### config.mk
export PLATFORM = sky130hd
export DESIGN_NAME = spm_power_mgmt
export DESIGN_NICKNAME = d
export VERILOG_FILES = /design/src/pkg/spm_pkg.sv /design/src/spm_power_mgmt.sv
export SDC_FILE = /design/constraint.sdc
export NUM_CORES = 1
export LEC_CHECK = 0
export BUFFER_PORTS_ARGS = -buffer_cell sky130_fd_sc_hd__clkbuf_2
export CAP_MARGIN = 5
export CORE_ASPECT_RATIO = 1.4
export CORE_MARGIN = 1
export CORE_UTILIZATION = 40
export DETAILED_ROUTE_END_ITERATION = 8
export GPL_TIMING_DRIVEN = 0
export HOLD_SLACK_MARGIN = 0.15
export SLEW_MARGIN = 0
export SYNTH_ARGS = -nofsm -noshare
export SYNTH_HDL_FRONTEND = slang
export SYNTH_SLANG_ARGS = --single-unit
export TNS_END_PERCENT = 5
### constraint.sdc
create_clock -name clk_in -period 4 [get_ports clk_in]
set_input_delay 0.2 -clock clk_in [delete_from_list [all_inputs] [get_ports clk_in]]
set_output_delay 0.2 -clock clk_in [all_outputs]
set_load 0.02 [all_outputs]
### src/pkg/spm_pkg.sv
package spm_pkg;
  // port count: port 0 upstream, 1..NPORT-1 downstream
  localparam int          NPORT          = 4;
  localparam int          PW             = 2;
  localparam int          AW             = 6;
  // power state encodings of the power_state_field
  localparam logic [1:0]  PS_D0          = 2'h0;
  localparam logic [1:0]  PS_D3HOT       = 2'h3;
  // word offsets, byte address = 4 * index
  localparam logic [AW-1:0] OFS_PMCS     = 6'h00;
  localparam logic [AW-1:0] OFS_WAKE_TMR = 6'h01;
  localparam logic [AW-1:0] OFS_TOA_TMR  = 6'h02;
  localparam logic [AW-1:0] OFS_SYSTEM_CONTROL   = 6'h03;
  localparam logic [AW-1:0] OFS_VCHDR    = 6'h04;
  localparam logic [AW-1:0] OFS_BCAP     = 6'h05;
  localparam logic [AW-1:0] OFS_BSTD     = 6'h06;
  localparam logic [AW-1:0] OFS_BDV      = 6'h09;
  localparam logic [AW-1:0] OFS_STATUS   = 6'h11;
  localparam logic [AW-1:0] OFS_CFGDONE  = 6'h12;
  // pm_control_status fields
  localparam int          F_PS_LO        = 0;
  localparam int          F_KEEP_CTX     = 3;
  localparam int          F_WAKE_ST      = 15;
  // system_control fields
  localparam int          F_UNLOCK       = 0;
  localparam int          F_EEWR         = 1;
  // reset values
  localparam logic [15:0] WAKE_TO_RST    = 16'h0010;
  localparam logic [15:0] TOA_TO_RST     = 16'h0010;
  localparam logic [31:0] VC_HDR_RST     = 32'h0000_0000;
  // timing: tick period
  localparam int          CLK_NS         = 100;
  localparam int          TICK_NS        = 1000;
  localparam int          TICK_CYC       = (TICK_NS + CLK_NS - 1) / CLK_NS;
  localparam int          NBDV           = 8;
  // per-bridge device state
  typedef enum logic [1:0] {
    ST_D0_UNINIT,
    ST_D0_ACTIVE,
    ST_D3_HOT
  } spm_pstate_e;
  // fence state
  typedef enum logic [1:0] {
    FN_IDLE,
    FN_WAIT,
    FN_DONE
  } spm_fence_e;
  // packet class for D3hot filtering
  localparam logic [2:0]  PK_CFG0        = 3'h0;
  localparam logic [2:0]  PK_MSG_SELF    = 3'h1;
  localparam logic [2:0]  PK_REQ_OTHER   = 3'h2;
  localparam logic [2:0]  PK_CPL_SELF    = 3'h3;
  localparam logic [2:0]  PK_CPL_THRU    = 3'h4;
endpackage

### src/spm_power_mgmt.sv
// Implementation choices: the register addresses and the Avalon-MM register port.
`timescale 1ns/1ps
// Behaviour
// downstream bridge state affects only its port
// D3hot bridge allows its link into L1
// upstream D3hot plus acks: whole device low-power
// reset gives D0 uninit; configuration gives active
// write D3hot from active; D0 returns uninit
// D3hot exit resets nothing; keep-context defaults set
// D3hot accepts type0 config and own messages
// other primary and secondary requests are unsupported
// packet errors reported; other errors discarded in D3hot
// own completions unexpected; through completions routed
// no wake from cold; downstream wake from D3hot
// wake retransmitted until status cleared, timer restarts
// root places D3, broadcasts turn-off, expects acks
// turn-off forwarded on every active downstream port
// all acks then upstream ack and L2/L3 ready
// ack timeout: L2/L3 ready, counted as ack
// back to D0 uninit resumes wake generation
// budgeting disabled until header and pointer set
// four standard registers plus eight data values
// budget header reads zero, eeprom-load only
// data values writable only when unlocked; the code also accepts them while eeprom init mode (eewr_q) is set
// timeouts count a fixed tick from core clock
// inactive ports excluded from awaited acks
module spm_power_mgmt
  import spm_pkg::*;
(
  input  wire logic             clk_in,
  input  wire logic             rstn_in,
  // avalon-mm slave, word address
  input  wire logic [AW+PW-1:0] avs_address_in,
  input  wire logic             avs_read_in,
  input  wire logic             avs_write_in,
  input  wire logic [31:0]      avs_writedata_in,
  output logic [31:0]           avs_readdata_out,
  output logic                  avs_waitrequest_out,
  // per-port packet classification (same clock)
  input  wire logic [NPORT-1:0] pkt_valid_in,
  input  wire logic [NPORT-1:0] pkt_secondary_in,
  input  wire logic [3*NPORT-1:0] pkt_class_in,
  input  wire logic [NPORT-1:0] pkt_error_in,
  input  wire logic [NPORT-1:0] event_error_in,
  output logic [NPORT-1:0]      pkt_accept_out,
  output logic [NPORT-1:0]      pkt_unsupported_out,
  output logic [NPORT-1:0]      pkt_unexpected_out,
  output logic [NPORT-1:0]      pkt_route_out,
  output logic [NPORT-1:0]      err_msg_out,
  // link side
  input  wire logic [NPORT-1:0] link_active_in,
  input  wire logic [NPORT-1:0] hotplug_event_in,
  input  wire logic             turnoff_rx_in,
  input  wire logic [NPORT-1:0] toack_rx_in,
  input  wire logic             power_removed_in,
  output logic [NPORT-1:0]      l1_allowed_out,
  output logic [NPORT-1:0]      wake_tx_out,
  output logic [NPORT-1:0]      turnoff_tx_out,
  output logic                  toack_tx_out,
  output logic [NPORT-1:0]      l23_ready_out,
  output logic                  device_lowpower_out,
  output logic                  budget_visible_out
);

  ////////////////////////////////////////////////////////////////////////
  // bus decode, one wait cycle for reads so readdata comes from a flop
  logic [AW-1:0] widx;
  logic [PW-1:0] wport;
  logic          rd_pend_q;
  logic          wr_acc;
  logic [31:0]   rd_d;

  assign wport = avs_address_in[AW+PW-1:AW];
  assign widx  = avs_address_in[AW-1:0];
  assign wr_acc = avs_write_in;
  assign avs_waitrequest_out = avs_read_in & ~rd_pend_q;

  always_ff @(posedge clk_in) begin
    if (!rstn_in) begin
      rd_pend_q <= 1'b0;
    end else begin
      rd_pend_q <= avs_read_in & ~rd_pend_q;
    end
  end

  ////////////////////////////////////////////////////////////////////////
  // tick divider
  logic [15:0] tick_cnt_q;
  logic        tick;
  assign tick = (tick_cnt_q == 16'(TICK_CYC - 1));

  always_ff @(posedge clk_in) begin
    if (!rstn_in) begin
      tick_cnt_q <= 16'h0000;
    end else begin
      tick_cnt_q <= tick ? 16'h0000 : tick_cnt_q + 16'h0001;
    end
  end

  ////////////////////////////////////////////////////////////////////////
  // global registers
  logic        unlock_q;
  logic        eewr_q;
  logic [31:0] vc_hdr_q;
  logic [31:0] bcap_q;
  logic [31:0] bstd_q [2:0];
  logic [31:0] bdv_q [NBDV-1:0];
  logic        fence_lp;
  spm_fence_e  fence_q;
  logic [NPORT-1:0] awaited_q;
  logic [NPORT-1:0] acked_q;

  always_ff @(posedge clk_in) begin
    if (!rstn_in) begin
      unlock_q <= 1'b0;
      eewr_q   <= 1'b0;
      vc_hdr_q <= VC_HDR_RST;
      bcap_q   <= 32'h0000_0000;
      for (int i = 0; i < 3; i++) bstd_q[i] <= 32'h0000_0000;
      for (int i = 0; i < NBDV; i++) bdv_q[i] <= 32'h0000_0000;
    end else if (wr_acc) begin
      if (widx == OFS_SYSTEM_CONTROL) begin
        unlock_q <= avs_writedata_in[F_UNLOCK];
        eewr_q   <= avs_writedata_in[F_EEWR];
      end
      if (widx == OFS_VCHDR) vc_hdr_q <= avs_writedata_in;
      // header only loadable in eeprom init mode
      if (widx == OFS_BCAP && eewr_q) bcap_q <= avs_writedata_in;
      for (int i = 0; i < 3; i++) begin
        if (widx == OFS_BSTD + AW'(i)) bstd_q[i] <= avs_writedata_in;
      end
      for (int i = 0; i < NBDV; i++) begin
        if (widx == OFS_BDV + AW'(i) && (unlock_q || eewr_q)) bdv_q[i] <= avs_writedata_in;
      end
    end
  end

  // next pointer sits in bits 31:20; nonzero header plus pointer
  assign budget_visible_out = (bcap_q != 32'h0000_0000) && (vc_hdr_q[31:20] != 12'h000);

  ////////////////////////////////////////////////////////////////////////
  // per-port bridges
  spm_pstate_e      pst_q [NPORT-1:0];
  logic [NPORT-1:0] cfg_done_q;
  logic [NPORT-1:0] keep_ctx_q;
  logic [NPORT-1:0] wake_st_q;
  logic [15:0]      wake_to_q [NPORT-1:0];
  logic [15:0]      toa_to_q [NPORT-1:0];
  logic [15:0]      wake_cnt_q [NPORT-1:0];
  logic [15:0]      toa_cnt_q [NPORT-1:0];
  logic [NPORT-1:0] wake_run_q;
  logic [NPORT-1:0] wake_tx_q;
  logic [NPORT-1:0] l23_q;
  logic [NPORT-1:0] hot;
  logic [NPORT-1:0] ack_eff;

  genvar gp;
  generate
    for (gp = 0; gp < NPORT; gp++) begin : g_port
      logic       sel;
      logic [2:0] cls;
      logic       wr_pm;
      assign sel   = (wport == PW'(gp));
      assign wr_pm = wr_acc && sel && widx == OFS_PMCS;
      assign cls   = pkt_class_in[3*gp +: 3];
      assign hot[gp] = (pst_q[gp] == ST_D3_HOT);

      // state machine; no context reset on D3hot exit
      always_ff @(posedge clk_in) begin
        if (!rstn_in) begin
          pst_q[gp] <= ST_D0_UNINIT;
        end else begin
          case (pst_q[gp])
            ST_D0_UNINIT: begin
              if (cfg_done_q[gp]) pst_q[gp] <= ST_D0_ACTIVE;
            end
            ST_D0_ACTIVE: begin
              if (wr_pm && avs_writedata_in[F_PS_LO +: 2] == PS_D3HOT) pst_q[gp] <= ST_D3_HOT;
            end
            ST_D3_HOT: begin
              if (wr_pm && avs_writedata_in[F_PS_LO +: 2] == PS_D0) pst_q[gp] <= ST_D0_UNINIT;
            end
            default: pst_q[gp] <= ST_D0_UNINIT;
          endcase
        end
      end

      // config-done, keep-context, timeouts
      always_ff @(posedge clk_in) begin
        if (!rstn_in) begin
          cfg_done_q[gp] <= 1'b0;
          keep_ctx_q[gp] <= 1'b1;
          wake_to_q[gp]  <= WAKE_TO_RST;
          toa_to_q[gp]   <= TOA_TO_RST;
        end else begin
          if (wr_acc && sel && widx == OFS_CFGDONE) cfg_done_q[gp] <= avs_writedata_in[0];
          else if (wr_pm && hot[gp]) cfg_done_q[gp] <= 1'b0;
          // software writes must not clear it; eeprom load only
          if (wr_pm && eewr_q) keep_ctx_q[gp] <= avs_writedata_in[F_KEEP_CTX];
          if (wr_acc && sel && widx == OFS_WAKE_TMR) wake_to_q[gp] <= avs_writedata_in[15:0];
          if (wr_acc && sel && widx == OFS_TOA_TMR) toa_to_q[gp] <= avs_writedata_in[15:0];
        end
      end

      // wake status and retry timer; set wins over clear
      always_ff @(posedge clk_in) begin
        if (!rstn_in) begin
          wake_st_q[gp]  <= 1'b0;
          wake_run_q[gp] <= 1'b0;
          wake_tx_q[gp]  <= 1'b0;
          wake_cnt_q[gp] <= 16'h0000;
        end else begin
          wake_tx_q[gp] <= 1'b0;
          if (gp != 0 && hotplug_event_in[gp] && hot[gp] && !power_removed_in) begin
            wake_st_q[gp]  <= 1'b1;
            wake_tx_q[gp]  <= 1'b1;
            wake_run_q[gp] <= 1'b1;
            wake_cnt_q[gp] <= 16'h0000;
          end else if (wr_pm && avs_writedata_in[F_WAKE_ST]) begin
            wake_st_q[gp]  <= 1'b0;
            wake_run_q[gp] <= 1'b0;
          end else if (wake_run_q[gp] && tick) begin
            if (wake_cnt_q[gp] + 16'h0001 >= wake_to_q[gp]) begin
              wake_tx_q[gp]  <= !power_removed_in;
              wake_cnt_q[gp] <= 16'h0000;
            end else begin
              wake_cnt_q[gp] <= wake_cnt_q[gp] + 16'h0001;
            end
          end
        end
      end

      // turn-off ack timer on downstream ports
      always_ff @(posedge clk_in) begin
        if (!rstn_in) begin
          toa_cnt_q[gp] <= 16'h0000;
          l23_q[gp]     <= 1'b0;
        end else if (fence_q == FN_IDLE) begin
          toa_cnt_q[gp] <= 16'h0000;
          l23_q[gp]     <= 1'b0;
        end else if (gp != 0 && awaited_q[gp] && !ack_eff[gp]) begin
          if (toack_rx_in[gp]) l23_q[gp] <= 1'b1;
          else if (tick) begin
            if (toa_cnt_q[gp] + 16'h0001 >= toa_to_q[gp]) l23_q[gp] <= 1'b1;
            else toa_cnt_q[gp] <= toa_cnt_q[gp] + 16'h0001;
          end
        end
      end

      // D3hot packet handling, combinational answer
      always_comb begin
        pkt_accept_out[gp]      = 1'b0;
        pkt_unsupported_out[gp] = 1'b0;
        pkt_unexpected_out[gp]  = 1'b0;
        pkt_route_out[gp]       = 1'b0;
        if (pkt_valid_in[gp]) begin
          if (!hot[gp]) begin
            pkt_accept_out[gp] = (cls != PK_CPL_THRU);
            pkt_route_out[gp]  = (cls == PK_CPL_THRU);
          end else if (cls == PK_CPL_THRU) begin
            pkt_route_out[gp] = 1'b1;
          end else if (cls == PK_CPL_SELF) begin
            pkt_unexpected_out[gp] = 1'b1;
          end else if (!pkt_secondary_in[gp] && (cls == PK_CFG0 || cls == PK_MSG_SELF)) begin
            pkt_accept_out[gp] = 1'b1;
          end else begin
            pkt_unsupported_out[gp] = 1'b1;
          end
        end
        // received-packet errors always; other events only when awake
        err_msg_out[gp] = (pkt_valid_in[gp] && pkt_error_in[gp]) || (event_error_in[gp] && !hot[gp]);
      end
    end
  endgenerate

  assign ack_eff = acked_q | l23_q;

  ////////////////////////////////////////////////////////////////////////
  // turn-off fence
  logic [NPORT-1:0] ds_mask;
  assign ds_mask = {{(NPORT-1){1'b1}}, 1'b0};
  logic [NPORT-1:0] turnoff_q;
  logic             toack_q;

  always_ff @(posedge clk_in) begin
    if (!rstn_in) begin
      fence_q   <= FN_IDLE;
      awaited_q <= '0;
      acked_q   <= '0;
      turnoff_q <= '0;
      toack_q   <= 1'b0;
    end else begin
      turnoff_q <= '0;
      toack_q   <= 1'b0;
      case (fence_q)
        FN_IDLE: begin
          if (turnoff_rx_in) begin
            awaited_q <= link_active_in & ds_mask;
            turnoff_q <= link_active_in & ds_mask;
            acked_q   <= '0;
            fence_q   <= FN_WAIT;
          end
        end
        FN_WAIT: begin
          acked_q <= acked_q | (toack_rx_in & awaited_q);
          if ((awaited_q & ~ack_eff) == '0) begin
            toack_q <= 1'b1;
            fence_q <= FN_DONE;
          end
        end
        FN_DONE: begin
          // leaving D3hot on port 0 rearms the fence
          if (pst_q[0] != ST_D3_HOT) fence_q <= FN_IDLE;
        end
        default: fence_q <= FN_IDLE;
      endcase
    end
  end

  assign fence_lp = (fence_q == FN_DONE);

  always_comb begin
    l1_allowed_out = hot & link_active_in;
    wake_tx_out    = wake_tx_q;
    turnoff_tx_out = turnoff_q;
    toack_tx_out   = toack_q;
    l23_ready_out  = (l23_q & ds_mask) | {{(NPORT-1){1'b0}}, fence_lp};
    device_lowpower_out = fence_lp && hot[0];
  end

  ////////////////////////////////////////////////////////////////////////
  // read mux
  always_comb begin
    rd_d = 32'h0000_0000;
    case (widx)
      OFS_PMCS:     rd_d = {16'h0000, wake_st_q[wport], 11'h000, keep_ctx_q[wport], 1'b0,
                            (pst_q[wport] == ST_D3_HOT) ? PS_D3HOT : PS_D0};
      OFS_WAKE_TMR: rd_d = {16'h0000, wake_to_q[wport]};
      OFS_TOA_TMR:  rd_d = {16'h0000, toa_to_q[wport]};
      OFS_SYSTEM_CONTROL:   rd_d = {30'h0000_0000, eewr_q, unlock_q};
      OFS_VCHDR:    rd_d = vc_hdr_q;
      OFS_BCAP:     rd_d = bcap_q;
      OFS_STATUS:   rd_d = {24'h00_0000, 2'(fence_q), l23_q[wport], wake_run_q[wport],
                            1'b0, cfg_done_q[wport], 2'(pst_q[wport])};
      OFS_CFGDONE:  rd_d = {31'h0000_0000, cfg_done_q[wport]};
      default: begin
        for (int i = 0; i < 3; i++) begin
          if (widx == OFS_BSTD + AW'(i)) rd_d = bstd_q[i];
        end
        for (int i = 0; i < NBDV; i++) begin
          if (widx == OFS_BDV + AW'(i)) rd_d = bdv_q[i];
        end
      end
    endcase
  end

  always_ff @(posedge clk_in) begin
    if (!rstn_in) begin
      avs_readdata_out <= 32'h0000_0000;
    end else if (avs_read_in && !rd_pend_q) begin
      avs_readdata_out <= rd_d;
    end
  end

  ////////////////////////////////////////////////////////////////////////
  // checks
  unlock_guard_a: assert property (@(posedge clk_in) disable iff (!rstn_in)
    (wr_acc && !unlock_q && !eewr_q && widx == OFS_BDV) |=> $stable(bdv_q[0]))
    else $error("budget value written while locked");
  reset_uninit_a: assert property (@(posedge clk_in)
    !rstn_in |=> pst_q[0] == ST_D0_UNINIT)
    else $error("reset did not give uninit state");
  ack_fence_a: assert property (@(posedge clk_in) disable iff (!rstn_in)
    toack_q |-> $past(fence_q) == FN_WAIT)
    else $error("upstream ack outside fence");
  turnoff_fwd_a: assert property (@(posedge clk_in) disable iff (!rstn_in)
    (fence_q == FN_IDLE && turnoff_rx_in) |=> turnoff_tx_out == ($past(link_active_in) & ds_mask))
    else $error("turn-off not forwarded");
  lowpower_gate_a: assert property (@(posedge clk_in) disable iff (!rstn_in)
    device_lowpower_out |-> hot[0] && fence_q == FN_DONE && (awaited_q & ~ack_eff) == '0)
    else $error("device low-power without fence");
  ur_hot_a: assert property (@(posedge clk_in) disable iff (!rstn_in)
    (pkt_valid_in[1] && hot[1] && pkt_secondary_in[1] && pkt_class_in[5:3] == PK_CFG0) |-> pkt_unsupported_out[1])
    else $error("secondary request not unsupported");
  hot_enter_a: assert property (@(posedge clk_in) disable iff (!rstn_in)
    (pst_q[1] == ST_D0_ACTIVE && wr_acc && wport == 2'h1 && widx == OFS_PMCS
     && avs_writedata_in[1:0] == PS_D3HOT) |=> pst_q[1] == ST_D3_HOT && pst_q[2] == $past(pst_q[2]))
    else $error("D3hot entry wrong");
  err_drop_a: assert property (@(posedge clk_in) disable iff (!rstn_in)
    (hot[1] && !pkt_valid_in[1] && event_error_in[1]) |-> !err_msg_out[1])
    else $error("event error not discarded");
  wake_upstream_a: assert property (@(posedge clk_in) disable iff (!rstn_in)
    !wake_tx_out[0])
    else $error("wake from upstream port");
  cold_nowake_a: assert property (@(posedge clk_in) disable iff (!rstn_in)
    power_removed_in |=> wake_tx_out == '0)
    else $error("wake sent without power");

endmodule // spm_power_mgmt

==> impl_metrics.csv <==
group,metric,value,unit
clocking,cts_tree,"built",
global_routing,grt_pass1_wl,187000,um
timing,finalHoldViolations,0,
timing,fmax,249,MHz
power_and_ir_drop,power.clock.fraction,40.9,%
critical_path,critPathBufInv,3,
clocking,numCtsBuffers,76,
critical_path,crit_path_end_kind,"flop",
status,status,"complete, but fails checks",
timing,slew_headroom,0.980,%
power_and_ir_drop,p_per_area,434,nW/um2
status,failed_checks,"negative setup slack",
drt,first_iter_violations,3213,
die,die-area,88300,um2
timing,timing.final.crit_share,100,%
global_routing,grt_max_degree,33,
timing,rsz0062_at_grt,"true",
critical_path,cpPeakStageDelay,990,ps
place,globalplace.congestion,1.01,
timing,setup_viol_count_final,1,
synthesis,yosys_warnings,0,
critical_path,crit_type,"input pin to flop",
finish,final_layout_size_suffix_gt1_share,12.8,%
critical_path,cp.required,4450,ps
place,io_buffer_count,146,
critical_path,critical_path.top_delay_family,"buffers and inverters",
die,die_w,251,um
finish,final_common_cell,"edfxtp_1",
synthesis,syn_area_per_cell,11.0,um2
synthesis,ys_seq_area_share,58.6,%
global_routing,grt_pass1_vias,26744,
drt,drt-vias-per-instance,5.90,
clocking,path_clk_slew,70,ps
finish,finish.utilization,47.0,%
power_and_ir_drop,p_seq_share,49.9,%
timing,finalMaxSlewViolations,0,
drt,num_vias,27583,
timing,fin_setup_tns,-19.7,ps
min_path,min_path_cells,4,
critical_path,slowest_stage,"a21oi_1",
drt,firstDrtPassIters,6,
global_routing,antenna_found_initial,9,
global_routing,gr-total-overflow,0,
finish,design_area,40400,um2
finish,final_cell_mix,"584 x edfxtp_1, 478 x nor2_1, 290 x nand2_1, 165 x a21oi_1, 164 x inv_1",
power_and_ir_drop,power.switching_fraction,25.6,%
drt,wl,134000,um
critical_path,crit_path_max_fanout,10,
place,place_area,37400,um2
synthesis,synth_edf_count,584,
power_and_ir_drop,power_leakage,15.2,nW
drt,wl_per_cell,28.6,um
critical_path,start_kind,"input pin",
global_routing,grtUsageTotal,30.1,%
synthesis,synthCells,3155,
finish,nFillCells,7989,
die,die_y,351,um
power_and_ir_drop,max-vdd-ir-drop,0.000395,V
critical_path,ff2ff_setup_slack,220,ps
clocking,cts-root-buf,"clkbuf_16",
synthesis,synth.distinct_cells,79,
clocking,cts_sinks,728,
synthesis,synth.cell_area,34800,um2
drt,drcViolationCount,0,
critical_path,cpMostUsedCell,"clkbuf_1",
synthesis,synth-async-reset-ratio,0,%
min_path,worstHoldEndpoint,"cfg_done_q[2]$_SDFFE_PN0P_",
power_and_ir_drop,power,17.5,mW
run,drv_cap,0,
die,rows,127,
finish,syn2layout_area_growth,15.9,%
die,io_pins,158,
clocking,cts_max_level,3,
power_and_ir_drop,combinationalPowerShare,9.2,%
timing,fin_ws,-19.7,ps
drt,drtAntennaViolNets,0,
timing,tightest_slew,1490,ps
power_and_ir_drop,p_switching,4.48,mW
critical_path,crit-reg2reg-launch,"toa_cnt_q[1][16]$_SDFFCE_PN0P_",
clocking,clk_path_buf_depth,3,
timing,min_period,4020,ps
synthesis,ys_ff_latch,728,
critical_path,critical_path.startpoint,"avs_address_in[7]",
critical_path,arrival,4470,ps
synthesis,ys.flop_type,"edfxtp_1",
clocking,clock_latency,650,ps
critical_path,r2r-end,"toa_cnt_q[1][26]$_SDFFCE_PN0P_",
finish,num-nets-final,3640,
die,core_area,86000,um2
power_and_ir_drop,p_int,13.0,mW
min_path,min_from,"avs_write_in",
critical_path,crit_chain,"clkbuf_1 -> clkbuf_1 -> clkbuf_1 -> mux4_2 -> nand2_1 -> o211ai_1 -> a21oi_1 -> a21oi_1",
die,initial_core_util,40.5,%
critical_path,ff2ff_path_depth,15,
place,hpwl,97300,um
min_path,hp-class,"input pin to flop",
timing,clock_skew,40.8,ps
cell type report:
class / count / area (um2) / area share, %
timing repair buffer: 216 / 1550 / 3.83
antenna: 1 / 2.50 / 0.00620
clock inverter: 32 / 342 / 0.846
buffer: 194 / 857 / 2.12
tap: 1161 / 1450 / 3.60
sequential: 728 / 20400 / 50.6
clock buffer: 106 / 2090 / 5.17
multi-input combinational: 2069 / 13100 / 32.3
inverter: 165 / 619 / 1.53
worst reg2reg max path, delay by kind of cell, from the launching register on:
| family | cells | cell delay, ps |
|---|---|---|
| AO/OA/AOI/OAI | 4 | 800 |
| AND/OR/NAND/NOR | 6 | 1100 |
| adder cells (fa/ha/maj) | 2 | 520 |
| flip-flops | 1 | 410 |
| buffers and inverters | 2 | 440 |
| XOR/XNOR | 1 | 180 |
kinds of logic (layout without fill, tap and decap cells):
logic type	after synthesis	in the layout	synth area share, %
buffers and inverters	359	713	4.23
adder cells (fa/ha/maj)	104	104	3.74
flip-flops	728	728	58.6
XOR/XNOR	99	99	2.49
AO/OA/AOI/OAI	582	582	11.1
other	1	3	0.0108
AND/OR/NAND/NOR	1201	1201	16.1
multiplexers	81	81	3.72
synth_stat cells, types with 6 or more instances:
master	n	area share, %
nand2b_1	15	0.27
and2_1	48	0.86
buf_4	8	0.17
nor3b_1	7	0.15
edfxtp_1	584	50
or3_1	6	0.11
mux2_2	27	0.87
a22o_1	15	0.38
a22oi_1	36	0.78
mux2i_1	18	0.52
a31oi_1	29	0.52
nand3b_1	9	0.19
xnor2_1	55	1.4
ha_1	104	3.7
nor2_1	478	5.2
nor3_1	22	0.32
or2_2	6	0.11
a211oi_1	24	0.52
or4_1	7	0.15
buf_1	9	0.097
o211ai_1	21	0.45
clkbuf_1	124	1.3
nand4_1	32	0.57
mux4_2	36	2.3
xor2_1	44	1.1
a21oi_1	165	2.4
nor2b_1	109	2.0
nand3_1	69	0.99
o21a_1	10	0.22
o21ai_0	100	1.4
o22ai_1	20	0.36
buf_2	48	0.69
nand2_1	302	3.3
a21o_1	28	0.60
dfxtp_1	144	8.3
o221ai_1	19	0.48
inv_1	164	1.8
o221a_2	6	0.19
nor4_1	18	0.32
a221oi_1	55	1.4
and3_1	40	0.72
power groups by stage:
stage | clock network (mW) | logic, mW | registers, mW
finish | 7.16 | 1.62 | 8.74
global route | 7.43 | 1.70 | 8.76
CTS | 7.14 | 1.57 | 8.73
detailed placement | 0 | 1.52 | 8.90
global placement | 0 | 1.47 | 8.90
floorplan | 0 | 0.827 | 8.83
per-layer routing:
metal,up-vias,GRT usage (%),part of all wire (%)
li1,11980,-,-
met1,13536,33.2,34
met2,1559,49.6,47
met3,502,5.88,8.5
met4,6,26.9,9.9
met5,-,0,0.033
what timing repair did:
action | 4_1_cts | 5_1_grt
endpoints found under the setup margin | 48 | 49
gates resized for setup | 7 | 6
hold endpoints to repair | 176 | 0
hold buffers | 46 | 0
pin swaps | 0 | 1
setup buffers | 0 | 2
metrics by stage:
| stage | worst slack [ps] | hold slack [ps] | cells |
|---|---|---|---|
| floorplan | 189 | 336 | 3156 |
| global placement | -3210 | 443 | 4463 |
| detailed placement | -487 | 447 | 4479 |
| CTS | 18.3 | 159 | 4663 |
| global route | -89.6 | 239 | 4672 |
| finish | -19.7 | 200 | 4672 |
worst max-delay path by stage:
stage / endpoint / slack (ps) / cells past startpoint
6_report: avs_readdata_out[15]$_SDFFE_PN0P_ / -20 / 8
5_1_grt: toa_cnt_q[1][26]$_SDFFCE_PN0P_ / -90 / 15
4_1_cts: toa_cnt_q[0][17]$_SDFFCE_PN0P_ / 20 / 12
3_5_place_dp: toa_cnt_q[1][5]$_SDFFCE_PN0P_ / -490 / 12
2_1_floorplan: bdv_q[1][64]$_DFFE_PP_ / 190 / 5
3_3_place_gp: bdv_q[1][82]$_DFFE_PP_ / -3210 / 6
state kept, by name, indices dropped and copies added (netlist names), 32 cells and up:
| name | flops |
|---|---|
| wake_cnt_q | 48 |
| bstd_q | 96 |
| toa_cnt_q | 48 |
| bcap_q | 32 |
| avs_readdata_out | 32 |
| bdv_q | 256 |
| toa_to_q | 64 |
| vc_hdr_q | 32 |
| wake_to_q | 64 |
No activity file was read; power rests on OpenSTA's default activity.
